<file path="src/rtl/mdf_m12_regs.vh">
`ifndef MDF_M12_REGS_VH
`define MDF_M12_REGS_VH

`define MDF_ADDR_CTRL       4'h0
`define MDF_ADDR_TX_SEL     4'h1
`define MDF_ADDR_RX_SEL     4'h2
`define MDF_ADDR_AIS_PERIOD 4'h3
`define MDF_ADDR_MAP_TX     2'h1
`define MDF_ADDR_MAP_RX     2'h2
`define MDF_ADDR_LB_CODE    4'hC
`define MDF_ADDR_STATUS     4'hD
`define MDF_ADDR_RLOOP      4'hE
`define MDF_ADDR_BERT       4'hF

`define MDF_CTRL_G747       0
`define MDF_CTRL_AIS_TX     1
`define MDF_CTRL_LB_TX      2
`define MDF_CTRL_XBIT       3
`define MDF_CTRL_RA         4
`define MDF_CTRL_PARITY     5
`define MDF_BERT_EN         5
`define MDF_ST_IN_FRAME     0
`define MDF_ST_AIS          1
`define MDF_ST_LB_DET       2

`define MDF_CTRL_RST        6'h00
`define MDF_AIS_PERIOD_RST  8'h02
`define MDF_LB_CODE_RST     12'hAAA
`define MDF_TX_GROUP_LAST   3'h6

`define MDF_M12_LAST_BIT    6'h30
`define MDF_M12_LAST_BLK    3'h5
`define MDF_M12_LAST_SF     2'h3
`define MDF_F_NEED          4'h8
`define MDF_M_NEED          2'h3
`define MDF_G_LAST_BIT      8'hA8
`define MDF_G_LAST_SET      3'h4
`define MDF_G_FAW           9'h1D0
`define MDF_G_FAW_END       8'h09
`define MDF_G_HDR_END       8'h03
`define MDF_G_JUST_END      8'h06
`define MDF_G_SYNC_LAST     2'h2
`define MDF_G_LOF_LAST      2'h3
`define MDF_LB_REPEAT       3'h5
`define MDF_AIS_WIN_LAST    12'hC53
`define MDF_AIS_ZERO_MAX    2'h3

`endif

</file>
<file path="src/rtl/mdf_sel32.v">
`timescale 1ns/1ps
`default_nettype none
module mdf_sel32 (
  input  wire [31:0] i_src,
  input  wire [4:0]  i_sel,
  output wire        o_bit
);
  assign o_bit = i_src[i_sel];
endmodule
`default_nettype wire

</file>
<file path="src/rtl/mdf_m12_framer.v">
`timescale 1ns/1ps
`default_nettype none
`include "mdf_m12_regs.vh"
module mdf_m12_framer (
  input  wire        i_clk,
  input  wire        i_reset_n,
  input  wire [3:0]  i_addr,
  input  wire [31:0] i_wr_data,
  input  wire        i_wr,
  input  wire        i_rd,
  output reg  [31:0] o_rd_data,
  input  wire [31:0] i_ls_data,
  input  wire [31:0] i_ls_avail,
  input  wire        i_bert_data,
  output reg         o_bert_rx,
  output reg  [27:0] o_tx_trib,
  output reg  [3:0]  o_tx_take,
  input  wire        i_ds2_tx_en,
  output reg         o_ds2_tx_data,
  input  wire        i_ds2_rx_en,
  input  wire        i_ds2_rx_data,
  input  wire [23:0] i_rx_trib_ext,
  input  wire [3:0]  i_spare,
  output reg  [3:0]  o_rx_valid,
  output reg  [31:0] o_rx_port,
  output reg         o_in_frame,
  output reg         o_ais,
  output reg         o_lb_det
);
  function maj3;
    input [2:0] v;
    maj3 = (v[0] & v[1]) | (v[0] & v[2]) | (v[1] & v[2]);
  endfunction
  function [2:0] pop5;
    input [4:0] v;
    pop5 = {2'h0, v[0]} + {2'h0, v[1]} + {2'h0, v[2]} + {2'h0, v[3]} + {2'h0, v[4]};
  endfunction

  reg [31:0] ls_meta, ls_sync, av_meta, av_sync;
  reg [5:0]  ctrl;
  reg [2:0]  tx_sel, rx_sel;
  reg [7:0]  ais_period;
  reg [11:0] lb_code;
  reg [31:0] rloop;
  reg        bert_en;
  reg [4:0]  bert_line;
  reg [4:0]  tx_map [0:27];
  reg [4:0]  rx_map [0:31];
  reg [31:0] rd_mux;
  reg [31:0] tx_src;
  reg [3:0]  rx_trib;
  wire [27:0] tx_sel_bit;
  wire [3:0]  trib_avail;
  wire [31:0] rx_sel_bit;
  wire [31:0] rx_src = {i_spare, i_rx_trib_ext, rx_trib};
  wire        g747 = ctrl[`MDF_CTRL_G747];
  integer     i;

  always @(posedge i_clk or negedge i_reset_n) begin
    if (!i_reset_n) begin
      ls_meta <= 32'h0;
      ls_sync <= 32'h0;
      av_meta <= 32'h0;
      av_sync <= 32'h0;
    end else begin
      ls_meta <= i_ls_data;
      ls_sync <= ls_meta;
      av_meta <= i_ls_avail;
      av_sync <= av_meta;
    end
  end

  // register writes; group selects outside the switch range are ignored
  always @(posedge i_clk or negedge i_reset_n) begin
    if (!i_reset_n) begin
      ctrl       <= `MDF_CTRL_RST;
      tx_sel     <= 3'h0;
      rx_sel     <= 3'h0;
      ais_period <= `MDF_AIS_PERIOD_RST;
      lb_code    <= `MDF_LB_CODE_RST;
      rloop      <= 32'h0;
      bert_en    <= 1'b0;
      bert_line  <= 5'h0;
      for (i = 0; i < 28; i = i + 1) begin
        tx_map[i] <= i[4:0];
      end
      for (i = 0; i < 32; i = i + 1) begin
        rx_map[i] <= i[4:0];
      end
    end else if (i_wr) begin
      if (i_addr == `MDF_ADDR_CTRL) begin
        ctrl <= i_wr_data[5:0];
      end else if (i_addr == `MDF_ADDR_TX_SEL) begin
        if (i_wr_data[2:0] <= `MDF_TX_GROUP_LAST) begin
          tx_sel <= i_wr_data[2:0];
        end
      end else if (i_addr == `MDF_ADDR_RX_SEL) begin
        rx_sel <= i_wr_data[2:0];
      end else if (i_addr == `MDF_ADDR_AIS_PERIOD) begin
        ais_period <= i_wr_data[7:0];
      end else if (i_addr[3:2] == `MDF_ADDR_MAP_TX) begin
        tx_map[{tx_sel, i_addr[1:0]}] <= i_wr_data[4:0];
      end else if (i_addr[3:2] == `MDF_ADDR_MAP_RX) begin
        rx_map[{rx_sel, i_addr[1:0]}] <= i_wr_data[4:0];
      end else if (i_addr == `MDF_ADDR_LB_CODE) begin
        lb_code <= i_wr_data[11:0];
      end else if (i_addr == `MDF_ADDR_RLOOP) begin
        rloop <= i_wr_data;
      end else if (i_addr == `MDF_ADDR_BERT) begin
        bert_en   <= i_wr_data[`MDF_BERT_EN];
        bert_line <= i_wr_data[4:0];
      end
    end
  end

  always @* begin
    rd_mux = 32'h0;
    if (i_addr == `MDF_ADDR_CTRL) begin
      rd_mux = {26'h0, ctrl};
    end else if (i_addr == `MDF_ADDR_TX_SEL) begin
      rd_mux = {29'h0, tx_sel};
    end else if (i_addr == `MDF_ADDR_RX_SEL) begin
      rd_mux = {29'h0, rx_sel};
    end else if (i_addr == `MDF_ADDR_AIS_PERIOD) begin
      rd_mux = {24'h0, ais_period};
    end else if (i_addr[3:2] == `MDF_ADDR_MAP_TX) begin
      rd_mux = {27'h0, tx_map[{tx_sel, i_addr[1:0]}]};
    end else if (i_addr[3:2] == `MDF_ADDR_MAP_RX) begin
      rd_mux = {27'h0, rx_map[{rx_sel, i_addr[1:0]}]};
    end else if (i_addr == `MDF_ADDR_LB_CODE) begin
      rd_mux = {20'h0, lb_code};
    end else if (i_addr == `MDF_ADDR_STATUS) begin
      rd_mux = {29'h0, o_lb_det, o_ais, o_in_frame};
    end else if (i_addr == `MDF_ADDR_RLOOP) begin
      rd_mux = rloop;
    end else begin
      rd_mux = {26'h0, bert_en, bert_line};
    end
  end

  always @(posedge i_clk or negedge i_reset_n) begin
    if (!i_reset_n) begin
      o_rd_data <= 32'h0;
    end else begin
      o_rd_data <= i_rd ? rd_mux : 32'h0;
    end
  end

  // tester line replaces the selected input ahead of the switches
  always @* begin
    tx_src = ls_sync;
    if (bert_en) begin
      tx_src[bert_line] = i_bert_data;
    end
  end

  genvar g;
  generate
    for (g = 0; g < 28; g = g + 1) begin : g_tx
      mdf_sel32 u_sel (.i_src(tx_src), .i_sel(tx_map[g]), .o_bit(tx_sel_bit[g]));
    end
    for (g = 0; g < 4; g = g + 1) begin : g_av
      mdf_sel32 u_sel (.i_src(av_sync), .i_sel(tx_map[g]), .o_bit(trib_avail[g]));
    end
    for (g = 0; g < 32; g = g + 1) begin : g_rx
      mdf_sel32 u_sel (.i_src(rx_src), .i_sel(rx_map[g]), .o_bit(rx_sel_bit[g]));
    end
  endgenerate

  always @(posedge i_clk or negedge i_reset_n) begin
    if (!i_reset_n) begin
      o_tx_trib <= 28'h0;
      o_rx_port <= 32'h0;
      o_bert_rx <= 1'b0;
    end else begin
      o_tx_trib <= tx_sel_bit;
      o_rx_port <= (rloop & ls_sync) | (~rloop & rx_sel_bit);
      o_bert_rx <= ls_sync[bert_line];
    end
  end

  // transmit multiplexer
  reg  [1:0] tx_sf;
  reg  [2:0] tx_blk;
  reg  [5:0] tx_bit;
  reg  [2:0] tx_set;
  reg  [7:0] tx_gbit;
  reg  [1:0] tx_grot;
  reg  [3:0] tx_stuff;
  reg        tx_val;
  reg  [3:0] tx_take;
  wire [5:0] tx_tb1 = tx_bit - 6'h1;
  wire [1:0] tx_ck  = (tx_blk == 3'h1) ? 2'h0 : ((tx_blk == 3'h3) ? 2'h1 : 2'h2);
  wire [3:0] tx_cidx = {1'b0, tx_sf, 1'b0} + {2'h0, tx_sf} + {2'h0, tx_ck};
  wire       tx_ginfo = !((tx_set == 3'h0) && (tx_gbit <= `MDF_G_FAW_END)) &&
                        !((tx_set != 3'h0) && (tx_gbit <= `MDF_G_HDR_END));
  wire [8:0] faw = `MDF_G_FAW;

  always @* begin
    tx_val  = 1'b0;
    tx_take = 4'h0;
    if (ctrl[`MDF_CTRL_AIS_TX]) begin
      tx_val = 1'b1;
    end else if (g747) begin
      if ((tx_set == 3'h0) && (tx_gbit <= `MDF_G_FAW_END)) begin
        tx_val = faw[4'h9 - tx_gbit[3:0]];
      end else if ((tx_set == 3'h1) && (tx_gbit <= `MDF_G_HDR_END)) begin
        if (tx_gbit == 8'h01) begin
          tx_val = ctrl[`MDF_CTRL_RA];
        end else if (tx_gbit == 8'h02) begin
          tx_val = ctrl[`MDF_CTRL_PARITY];
        end else begin
          tx_val = 1'b1;
        end
      end else if (tx_gbit <= `MDF_G_HDR_END) begin
        tx_val = tx_stuff[tx_gbit[1:0] - 2'h1];
      end else if ((tx_set == `MDF_G_LAST_SET) && (tx_gbit <= `MDF_G_JUST_END) &&
                   tx_stuff[tx_grot]) begin
        tx_val = 1'b0;
      end else begin
        tx_val           = o_tx_trib[tx_grot];
        tx_take[tx_grot] = 1'b1;
      end
    end else if (tx_bit == 6'h0) begin
      case (tx_blk)
        3'h0: tx_val = (tx_sf == `MDF_M12_LAST_SF) ? ctrl[`MDF_CTRL_XBIT] :
                       (tx_sf != 2'h0);
        3'h2: tx_val = 1'b0;
        3'h5: tx_val = 1'b1;
        default: tx_val = ctrl[`MDF_CTRL_LB_TX] ? lb_code[tx_cidx] :
                          tx_stuff[tx_sf];
      endcase
    end else if ((tx_blk == `MDF_M12_LAST_BLK) && (tx_bit == {4'h0, tx_sf} + 6'h1) &&
                 tx_stuff[tx_sf]) begin
      tx_val = 1'b0;
    end else begin
      tx_val                 = o_tx_trib[tx_tb1[1:0]] ^ tx_tb1[0];
      tx_take[tx_tb1[1:0]]   = 1'b1;
    end
  end

  always @(posedge i_clk or negedge i_reset_n) begin
    if (!i_reset_n) begin
      tx_sf         <= 2'h0;
      tx_blk        <= 3'h0;
      tx_bit        <= 6'h0;
      tx_set        <= 3'h0;
      tx_gbit       <= 8'h01;
      tx_grot       <= 2'h0;
      tx_stuff      <= 4'h0;
      o_ds2_tx_data <= 1'b1;
      o_tx_take     <= 4'h0;
    end else begin
      o_tx_take <= 4'h0;
      if (i_ds2_tx_en) begin
        o_ds2_tx_data <= tx_val;
        o_tx_take     <= tx_take;
        if (tx_bit == `MDF_M12_LAST_BIT) begin
          tx_bit <= 6'h0;
          if (tx_blk == `MDF_M12_LAST_BLK) begin
            tx_blk <= 3'h0;
            tx_sf  <= tx_sf + 2'h1;
          end else begin
            tx_blk <= tx_blk + 3'h1;
          end
        end else begin
          tx_bit <= tx_bit + 6'h1;
        end
        if (tx_gbit == `MDF_G_LAST_BIT) begin
          tx_gbit <= 8'h01;
          tx_grot <= 2'h0;
          tx_set  <= (tx_set == `MDF_G_LAST_SET) ? 3'h0 : tx_set + 3'h1;
        end else begin
          tx_gbit <= tx_gbit + 8'h01;
          if (tx_ginfo) begin
            tx_grot <= (tx_grot == 2'h2) ? 2'h0 : tx_grot + 2'h1;
          end
        end
        if (g747 ? ((tx_set == `MDF_G_LAST_SET) && (tx_gbit == `MDF_G_LAST_BIT)) :
            ((tx_sf == `MDF_M12_LAST_SF) && (tx_blk == `MDF_M12_LAST_BLK) &&
             (tx_bit == `MDF_M12_LAST_BIT))) begin
          tx_stuff <= g747 ? (~trib_avail & 4'h7) : ~trib_avail;
        end
      end
    end
  end

  // receive framer and demultiplexer
  reg  [1:0]  rx_sf;
  reg  [2:0]  rx_blk;
  reg  [5:0]  rx_bit;
  reg  [2:0]  rx_set;
  reg  [7:0]  rx_gbit;
  reg  [1:0]  rx_grot;
  reg  [3:0]  fcnt;
  reg  [1:0]  mcnt;
  reg  [4:0]  fhist;
  reg  [3:0]  mhist;
  reg  [11:0] rx_c;
  reg  [8:0]  faw_sr;
  reg  [1:0]  g_cnt;
  reg  [1:0]  g_miss;
  reg  [2:0]  lb_cnt;
  reg  [11:0] ais_bits;
  reg  [1:0]  ais_zero;
  reg  [7:0]  ais_win;
  wire        d       = i_ds2_rx_data;
  wire        rx_oh   = (rx_bit == 6'h0);
  wire        rx_fpos = rx_oh && ((rx_blk == 3'h2) || (rx_blk == 3'h5));
  wire        rx_ferr = (d != (rx_blk == 3'h5));
  wire        rx_mpos = rx_oh && (rx_blk == 3'h0) && (rx_sf != `MDF_M12_LAST_SF);
  wire        rx_merr = (d != (rx_sf != 2'h0));
  wire        rx_cpos = rx_oh && ((rx_blk == 3'h1) || (rx_blk == 3'h3) || (rx_blk == 3'h4));
  wire [1:0]  rx_ck   = (rx_blk == 3'h1) ? 2'h0 : ((rx_blk == 3'h3) ? 2'h1 : 2'h2);
  wire [3:0]  rx_cb   = {1'b0, rx_sf, 1'b0} + {2'h0, rx_sf};
  wire [3:0]  rx_gcb  = {1'b0, rx_grot, 1'b0} + {2'h0, rx_grot};
  wire [5:0]  rx_tb1  = rx_bit - 6'h1;
  wire [4:0]  fh_next = {fhist[3:0], rx_ferr};
  wire [3:0]  mh_next = {mhist[2:0], rx_merr};
  wire        faw_ok  = ({faw_sr[7:0], d} == `MDF_G_FAW);
  wire        g_hdr   = (rx_gbit <= ((rx_set == 3'h0) ? `MDF_G_FAW_END : `MDF_G_HDR_END));
  wire        m_end   = (rx_sf == `MDF_M12_LAST_SF) && (rx_blk == `MDF_M12_LAST_BLK) &&
                        (rx_bit == `MDF_M12_LAST_BIT);
  wire        m_slip  = !g747 && !o_in_frame && rx_fpos && rx_ferr;

  always @(posedge i_clk or negedge i_reset_n) begin
    if (!i_reset_n) begin
      rx_sf      <= 2'h0;
      rx_blk     <= 3'h0;
      rx_bit     <= 6'h0;
      rx_set     <= 3'h0;
      rx_gbit    <= 8'h01;
      rx_grot    <= 2'h0;
      fcnt       <= 4'h0;
      mcnt       <= 2'h0;
      fhist      <= 5'h0;
      mhist      <= 4'h0;
      rx_c       <= 12'h0;
      faw_sr     <= 9'h0;
      g_cnt      <= 2'h0;
      g_miss     <= 2'h0;
      lb_cnt     <= 3'h0;
      rx_trib    <= 4'h0;
      o_rx_valid <= 4'h0;
      o_in_frame <= 1'b0;
      o_lb_det   <= 1'b0;
    end else begin
      o_rx_valid <= 4'h0;
      if (i_ds2_rx_en) begin
        faw_sr <= {faw_sr[7:0], d};
        if (!m_slip) begin
          if (rx_bit == `MDF_M12_LAST_BIT) begin
            rx_bit <= 6'h0;
            if (rx_blk == `MDF_M12_LAST_BLK) begin
              rx_blk <= 3'h0;
              rx_sf  <= rx_sf + 2'h1;
            end else begin
              rx_blk <= rx_blk + 3'h1;
            end
          end else begin
            rx_bit <= rx_bit + 6'h1;
            if (!o_in_frame && rx_mpos && rx_merr) begin
              rx_sf <= rx_sf + 2'h1;
            end
          end
        end
        if (g747 && (g_cnt == 2'h0) && !o_in_frame && faw_ok) begin
          rx_set  <= 3'h0;
          rx_gbit <= `MDF_G_FAW_END + 8'h01;
          rx_grot <= 2'h0;
          g_cnt   <= 2'h1;
        end else if (rx_gbit == `MDF_G_LAST_BIT) begin
          rx_gbit <= 8'h01;
          rx_grot <= 2'h0;
          rx_set  <= (rx_set == `MDF_G_LAST_SET) ? 3'h0 : rx_set + 3'h1;
        end else begin
          rx_gbit <= rx_gbit + 8'h01;
          if (!g_hdr) begin
            rx_grot <= (rx_grot == 2'h2) ? 2'h0 : rx_grot + 2'h1;
          end
        end
        if (g747) begin
          if ((rx_set == 3'h0) && (rx_gbit == `MDF_G_FAW_END) &&
              ((g_cnt != 2'h0) || o_in_frame)) begin
            if (faw_ok) begin
              g_miss <= 2'h0;
              if (!o_in_frame) begin
                g_cnt <= g_cnt + 2'h1;
                if (g_cnt == `MDF_G_SYNC_LAST) begin
                  o_in_frame <= 1'b1;
                end
              end
            end else if (!o_in_frame) begin
              g_cnt <= 2'h0;
            end else if (g_miss == `MDF_G_LOF_LAST) begin
              o_in_frame <= 1'b0;
              g_cnt      <= 2'h0;
              g_miss     <= 2'h0;
            end else begin
              g_miss <= g_miss + 2'h1;
            end
          end
          if ((rx_set >= 3'h2) && (rx_gbit <= `MDF_G_HDR_END) && (rx_gbit != 8'h0)) begin
            rx_c[{1'b0, rx_gbit[1:0] - 2'h1, 1'b0} + {2'h0, rx_gbit[1:0] - 2'h1} +
                 {1'b0, rx_set - 3'h2}] <= d;
          end
          if (o_in_frame && !g_hdr) begin
            if (!((rx_set == `MDF_G_LAST_SET) && (rx_gbit <= `MDF_G_JUST_END) &&
                  maj3(rx_c[rx_gcb +: 3]))) begin
              rx_trib[rx_grot]    <= d;
              o_rx_valid[rx_grot] <= 1'b1;
            end
          end
        end else begin
          if (!o_in_frame) begin
            if (rx_fpos) begin
              fcnt <= rx_ferr ? 4'h0 : ((fcnt == `MDF_F_NEED) ? fcnt : fcnt + 4'h1);
            end
            if (rx_mpos) begin
              mcnt <= rx_merr ? 2'h0 : ((mcnt == `MDF_M_NEED) ? mcnt : mcnt + 2'h1);
            end
            if ((fcnt == `MDF_F_NEED) && (mcnt == `MDF_M_NEED)) begin
              o_in_frame <= 1'b1;
              fhist      <= 5'h0;
              mhist      <= 4'h0;
            end
          end else begin
            if (rx_fpos) begin
              fhist <= fh_next;
              if ((pop5({1'b0, fh_next[3:0]}) >= 3'h2) || (pop5(fh_next) >= 3'h3)) begin
                o_in_frame <= 1'b0;
                fcnt       <= 4'h0;
                mcnt       <= 2'h0;
              end
            end
            if (rx_mpos) begin
              mhist <= mh_next;
              if (pop5({1'b0, mh_next}) >= 3'h3) begin
                o_in_frame <= 1'b0;
                fcnt       <= 4'h0;
                mcnt       <= 2'h0;
              end
            end
          end
          if (rx_cpos) begin
            rx_c[rx_cb + {2'h0, rx_ck}] <= d;
          end
          if (o_in_frame && !rx_oh) begin
            if (!((rx_blk == `MDF_M12_LAST_BLK) && (rx_bit == {4'h0, rx_sf} + 6'h1) &&
                  maj3(rx_c[rx_cb +: 3]))) begin
              rx_trib[rx_tb1[1:0]]    <= d ^ rx_tb1[0];
              o_rx_valid[rx_tb1[1:0]] <= 1'b1;
            end
          end
          if (m_end && o_in_frame) begin
            if ({rx_c[11:1], d} == lb_code || rx_c == lb_code) begin
              lb_cnt <= (lb_cnt == `MDF_LB_REPEAT) ? lb_cnt : lb_cnt + 3'h1;
              if (lb_cnt >= `MDF_LB_REPEAT - 3'h1) begin
                o_lb_det <= 1'b1;
              end
            end else begin
              lb_cnt   <= 3'h0;
              o_lb_det <= 1'b0;
            end
          end
        end
      end
    end
  end

  // ais: count windows of mostly ones while out of frame
  always @(posedge i_clk or negedge i_reset_n) begin
    if (!i_reset_n) begin
      ais_bits <= 12'h0;
      ais_zero <= 2'h0;
      ais_win  <= 8'h0;
      o_ais    <= 1'b0;
    end else if (o_in_frame) begin
      ais_bits <= 12'h0;
      ais_zero <= 2'h0;
      ais_win  <= 8'h0;
      o_ais    <= 1'b0;
    end else if (i_ds2_rx_en) begin
      if (ais_bits == `MDF_AIS_WIN_LAST) begin
        ais_bits <= 12'h0;
        ais_zero <= 2'h0;
        if ((ais_zero == `MDF_AIS_ZERO_MAX) || ((ais_zero == 2'h2) && !d)) begin
          ais_win <= 8'h0;
          o_ais   <= 1'b0;
        end else begin
          ais_win <= (ais_win == 8'hFF) ? ais_win : ais_win + 8'h01;
          if (ais_win + 8'h01 >= ais_period) begin
            o_ais <= 1'b1;
          end
        end
      end else begin
        ais_bits <= ais_bits + 12'h001;
        if (!d && (ais_zero != `MDF_AIS_ZERO_MAX)) begin
          ais_zero <= ais_zero + 2'h1;
        end
      end
    end
  end
endmodule
`default_nettype wire

</file>
<file path="config.mk">
export PLATFORM = sky130hd
export DESIGN_NAME = mdf_m12_framer
export DESIGN_NICKNAME = d
export VERILOG_FILES = /design/src/rtl/mdf_sel32.v /design/src/rtl/mdf_m12_framer.v
export VERILOG_INCLUDE_DIRS = /design/src /design/src/rtl
export SDC_FILE = /design/constraint.sdc
export NUM_CORES = 2
export LEC_CHECK = 0
export BUFFER_PORTS_ARGS = -buffer_cell sky130_fd_sc_hd__buf_2
export CAP_MARGIN = 5
export CORE_MARGIN = 1
export CORE_UTILIZATION = 30
export DETAILED_ROUTE_END_ITERATION = 8
export HOLD_SLACK_MARGIN = 0.12
export PLACE_DENSITY_LB_ADDON = 0.3
export SYNTH_ARGS = -nofsm -noshare
export SYNTH_HDL_FRONTEND = slang
export SYNTH_HIERARCHICAL = 1
export SYNTH_SLANG_ARGS = --single-unit
</file>
<file path="constraint.sdc">
create_clock -name i_clk -period 3.79 [get_ports i_clk]
set_input_delay 0.1895 -clock i_clk [delete_from_list [all_inputs] [get_ports i_clk]]
set_output_delay 0.1895 -clock i_clk [all_outputs]
set_load 0.005 [all_outputs]
</file>
-- After elaboration in Yosys (flattened, before gate mapping)
Memory sizes are Yosys's and may differ from the RTL's.
Cells that the tools add are included.
- bits in registers: 721
- bits in read-only memories: 16
- input bits: 136
- output and inout port bits: 105
- word-level logic and storage cells: 778
- memories: 1
- add/subtract/negate cells: 42
- magnitude comparators: 97
- equality and inequality tests: 64
- shift operators: 2
- muxes and demuxes: 315
- bitwise operators: 29
- reduce and logical (&&, ||, !) cells: 120
- memories (name ; depth ; width ; rd ports ; clocked after Yosys merged registers in ; wr ports ; RTL line ; RTL):
    (no name shown) ; 16 ; 1 ; 1 ; 0 ; 0 ; mdf_m12_framer.v:206 ; tx_val = faw[4'h9 - tx_gbit[3:0]];
- operator list (operator ; count):
    less-than comparator 5 x 6 -> 1 bit (second input constant) ; 61
    two-way mux 32 bit ; 11
    binary-select mux 1 bit (select 5 bit) ; 65
    bitwise mux 160 bit ; 1
    bitwise mux 140 bit ; 1
    two-way mux 4 bit ; 33
    two-way mux 1 bit ; 112
    two-way mux 12 bit ; 6
    two-way mux 2 bit ; 36
    bitwise AND 32 bit ; 2
    two-way mux 8 bit ; 8
    binary-select mux 5 bit (select 5 bit) ; 2
    demux 5 bit (select 5 bit) ; 2
    logical AND 1 bit ; 48
    AND reduction 4 bit ; 10
    two-way mux 3 bit ; 11
    bitwise mux 32 bit ; 1
    NOT 32 bit ; 1
    OR 32 bit ; 1
    two-way mux 5 bit ; 6
    nonzero test 2 bit ; 14
    adder 8 x 1 -> 8 bit (second input constant) ; 3
    bitwise mux 12 bit ; 2
    == test 12 bit ; 2
    other kinds (83) ; 230

-- Longest topological paths before layout
- depth after elaboration: 14
- gate-level depth with buffers: 16
- mapped depth without buffers: 14

-- Cells and area by module
The synthesis kept the hierarchy.
- by module, submodules not included (module ; times used ; cells each ; area each (um2) ; seq. area each (um2)):
    mdf_m12_framer ; 1 ; 2644 ; 33357.0 ; 18235.0
    mdf_sel32 ; 64 ; 41 ; 325.3 ; 0.0

-- Worst setup path after synthesis
Ideal clock, no wire load.
- path kind: reg-to-reg
- start: register rx_blk[2]
- end: register fcnt[3]
- arrival time: 3421 ps
- required time: 3664 ps
- slack: 242 ps
- stages on the path, launching flop included: 16
- period minus slack after synthesis: 3548 ps
- path through: dfrtp_1 -> clkbuf_1 -> and3b_1 -> buf_2 -> xnor2_1 -> inv_1 -> fa_1 -> ha_1 -> ha_1 -> fa_1 -> a211oi_1 -> o22a_1 -> o21ai_1 -> o211ai_1 -> o21ai_1 -> o31ai_1
- cells in the longest elaborated chain, start to end: 13
- elaborated cells on any way between the ends: 25
- ends and longest elaborated chain (item ; RTL line ; RTL):
    start, declared ; mdf_m12_framer.v:290 ; reg [2:0] rx_blk;
    start signal, assigned ; mdf_m12_framer.v:358 ; rx_blk <= rx_blk + 3'h1;
    == test 3 bit ; mdf_m12_framer.v:309, mdf_m12_framer.v:310 ;
    inequality test 1 bit ; mdf_m12_framer.v:310 ; wire rx_ferr = (d != (rx_blk == 3'h5));
    adder 1 x 1 -> 2 bit ; mdf_m12_framer.v:36 ; pop5 = {2'h0, v[0]} + {2'h0, v[1]} + {2'h0, v[2]} + {2'h0, v[3]} + {2'h0, v[4]};
    adder 2 x 1 -> 3 bit ; mdf_m12_framer.v:36 ;
    adder 3 x 1 -> 3 bit (2 in series) ; mdf_m12_framer.v:36 ;
    >= comparator 3 x 2 -> 1 bit ; mdf_m12_framer.v:430 ; if ((pop5({1'b0, fh_next[3:0]}) >= 3'h2) || (pop5(fh_next) >= 3'h3)) begin
    logical OR 1 bit ; mdf_m12_framer.v:430 ;
    two-way mux 4 bit ; mdf_m12_framer.v:430 ;
    two-way mux 4 bit ; mdf_m12_framer.v:428 ; if (rx_fpos) begin
    two-way mux 4 bit ; mdf_m12_framer.v:438 ; if (pop5({1'b0, mh_next}) >= 3'h3) begin
    two-way mux 4 bit ; mdf_m12_framer.v:436 ; if (rx_mpos) begin
    two-way mux 4 bit ; mdf_m12_framer.v:415 ; if (!o_in_frame) begin
    end signal, assigned ; mdf_m12_framer.v:417 ; fcnt <= rx_ferr ? 4'h0 : ((fcnt == `MDF_F_NEED) ? fcnt : fcnt + 4'h1);
    end, declared ; mdf_m12_framer.v:295 ; reg [3:0] fcnt;
Several ways; a longest one is shown, not always the timed one. The select of a mux whose other input is x is not followed.
A chain may end at the register's enable or synchronous reset.

-- Worst setup path after layout
- start: register rx_blk[2]
- end: register fcnt[2]
The elaborated chain is that of the path after synthesis.

==> impl_results.md <==
* Worst-path clk slew at 0.06 ns
* Commonest non-fill, non-tap cell in the layout: mux2i_1
* CP Data Required Time at 4.38 ns
* DRT Wirelength at 212 mm
* Synth Area in Compound Gates at 11.3%
* Post-Route Setup TNS at 0 ns
* Top FF cell, synth: dfrtp_1
* Die Y at 427 um
* Kind of cell adding the most delay to the critical path: adder cells
* Relative slew margins at about 17%
* Tcrit/Tclk final at 93.9%
* Vias at 45.8k
* Cells along the critical path: and3b_2 -> xnor2_1 -> inv_1 -> fa_1 -> ha_1 -> ha_1 -> fa_1 -> a211oi_1 -> o22a_1 -> o21ai_1 -> o211ai_1 -> o21ai_1 -> o21ai_1
* CTS Buffer Depth at 3
* H-tree Lvls at 3
* DRT iter0 DRCs at 4019
* XOR/XNOR Fraction of Synth Area at 0.841%
* CP peak stage delay at 0.49 ns
* HP Class: in2async
* Initial core utilization at 30.3%
* Port Buffers at 240
* First-pass GRT wire length at 308 mm
* Mapped Cells at 5268
* Max-cap violations at 0
* Via density per instance at 5.68
* Nets@finish at 5846
* Final hold vios at 0
* GRT Total Usage at between 20% and 30%
* Worst path most repeated cell: o21ai_1
* Final Skew at a little over 0.07 ns
* Crit-path max FO at 7
* Non-filler instance count after layout at 8060
* Core ar. at 179000 um^2
* RSZ-0062 raised after global routing: false
* Most frequent cells in the layout: mux2i_1, nand2_1, dfrtp_1, mux2_2, a22oi_1
* Final max-slew violation count at 0
* Number of setup buffers added after CTS at 0
* Die ar. at 182000 um^2
* Syn Std Cell Area at 54200 um^2
* Lkg Pwr at ~24 nW
* CP Launch Type: register
* Syn-to-layout area delta at 13.8%
* Antenna-violating nets left at 0
* Share of post-route cells with drive strength above 1 at 18.8%
* Status: completed
* Netlist cell types at 96
* Tmin final at 3.56 ns
* Die outline width at 427 um
* Inst Count DP at 7734
* Pin slew with the least headroom to its limit at 1.25 ns
* Pre-CTS setup slack at approximately 0.24 ns
* Post-synth EDFFs at 0
* Pin count of the biggest net entering global routing at 92
* Simple-gate share of the synthesized area at between 10% and 20%
* Adder-cell area share of the yosys netlist at 2.08%
* Async set-reset flop share out of synthesis at 100%
* Avg Inst Size Synth at 10.3 um^2
* Num CTS Buffers at 87
* Setup Crit Path Kind: reg2reg
* CP arrival at 4.15 ns
* Drt pass-1 iters at 7
* Remaining Overflow, GRT at 0
* Fmax at between 200 and 300 MHz
* PwrDens at 478 nW/um^2
* Combinational family with the most area after synthesis: multiplexers
* Row count at 155
* Clk sinks at between 700 and 800
* Syn Nets at 5488
* Final worst slack at 0.229 ns
* DRC viols at 0
* Max VDD drop at roughly 0.36 mV
* TritonCTS clock tree: yes
* Register area share after synthesis at roughly a third
* Number of global-route vias before repair at 45.1k
* # IOs at 241
* Ys Warns at 6
* Initial antenna violation count at 18
* Multiplexer share of the synthesized area at 32.7%
* Placer Congestion at 0.905
* Wire length per cell at 26.3 um
* Detail Placement HPWL at 137 mm
* Yosys reg bits at 721
* CP max stage cell: fa_1
* Final setup fails at 0
* Critical path buffer and inverter count at 1
* CTS root buf: clkbuf_16
* Critical path endpoint category: register
* Clock latency at the later pin of the worst-skew pair at 0.75 ns
metal layers:
layer	vias to the layer above	global-route usage [%]	routed length, um
li1	20400	-	-
met1	22900	28.7	86700
met2	1958	36.6	98200
met3	611	3.26	13700
met4	4	13.3	13300
met5	-	0	28
synthesized netlist by cell type (66+ instances only):
| cell | n | area (um^2) |
|---|---|---|
| dfstp_2 | 154 | 4050 |
| mux2_1 | 182 | 2050 |
| nand3_1 | 193 | 966 |
| clkbuf_1 | 103 | 387 |
| dfrtp_1 | 567 | 14200 |
| inv_1 | 78 | 293 |
| nand4b_1 | 66 | 578 |
| o21ai_0 | 71 | 355 |
| mux2_2 | 283 | 3190 |
| nand2b_1 | 78 | 488 |
| a211oi_1 | 71 | 533 |
| nand2_1 | 598 | 2240 |
| mux2i_1 | 1084 | 10900 |
| a22oi_1 | 261 | 1960 |
| nor2b_1 | 88 | 551 |
| ha_1 | 77 | 963 |
| mux4_2 | 69 | 1550 |
| a21oi_1 | 256 | 1280 |
| and2_1 | 97 | 607 |
| buf_6 | 66 | 743 |
| nor2_1 | 209 | 785 |
cell type report:
type	instances	area, um^2
Clock buffer	115	2460
Tap cell	2355	2950
Antenna cell	5	12.5
Inverter	83	312
Timing Repair Buffer	536	4070
Sequential cell	721	18200
Multi-Input combinational cell	4197	33000
Fill cell	18000	117000
Clock inverter	48	592
per-stage QoR:
stage / power [mW] / hold slack (ns) / cell area (um^2) / utilization [%]
5_1_grt: 30.9 / 0.136 / 61700 / 34.5
3_3_place_gp: 20.2 / 0.298 / 57000 / 31.9
4_1_cts: 29.6 / 0.122 / 61700 / 34.4
2_1_floorplan: 16.9 / -0.106 / 54200 / -
6_report: 29.5 / 0.0824 / 61700 / 34.5
3_5_place_dp: 20.4 / 0.299 / 57000 / 31.9
report_power, final:
part           switching [mW]  internal (mW)  total, mW  leakage [nW]
sequential               2.09           9.00       11.1          8.83
clock                    3.75           5.19       8.94          1.49
combinational            5.31           4.12       9.43          13.4
flip-flops by register name (all words and copies together) (netlist names), 28 cells and up:
signal and count:
rx_map 160, ls_sync 32, o_rx_port 32, ls_meta 32, o_tx_trib 28, av_meta 32
rloop 32, o_rd_data 32, tx_map 140, av_sync 32
path summary, 6_finish.rpt:
kind,from,endpoint,slack (ns),depth (start not counted)
worst min register to register,av_meta[17]$_DFF_PN0_,av_sync[17]$_DFF_PN0_,0.34,0
min in group i_clk,i_ls_data[3],ls_meta[3]$_DFF_PN0_,0.17,2
worst min-delay path,i_reset_n,av_meta[6]$_DFF_PN0_,0.08,2
max in group asynchronous,i_reset_n,tx_map[19]$_DFFE_PN1P_,2.46,3
worst max register to register,rx_blk[2]$_DFFE_PN0P_,fcnt[2]$_DFFE_PN0P_,0.23,13
worst max-delay path,rx_blk[2]$_DFFE_PN0P_,fcnt[2]$_DFFE_PN0P_,0.23,13
cells by family after synthesis:
logic type / count (synthesis)
xor gates and xnor gates: 52
buffers and inverters: 350
and+or+nand+nor: 1532
AOI/OAI and AO/OA: 905
adders and majority gates: 86
DFF: 721
muxes: 1622
timing repair:
| item | CTS | global route |
|---|---|---|
| hold buffers | 158 | 0 |
| endpoints found under the setup margin | 0 | 2 |
| gates resized for setup | 0 | 1 |
| endpoints found under the hold margin | 296 | 0 |
(Power assumes the default switching activity.)
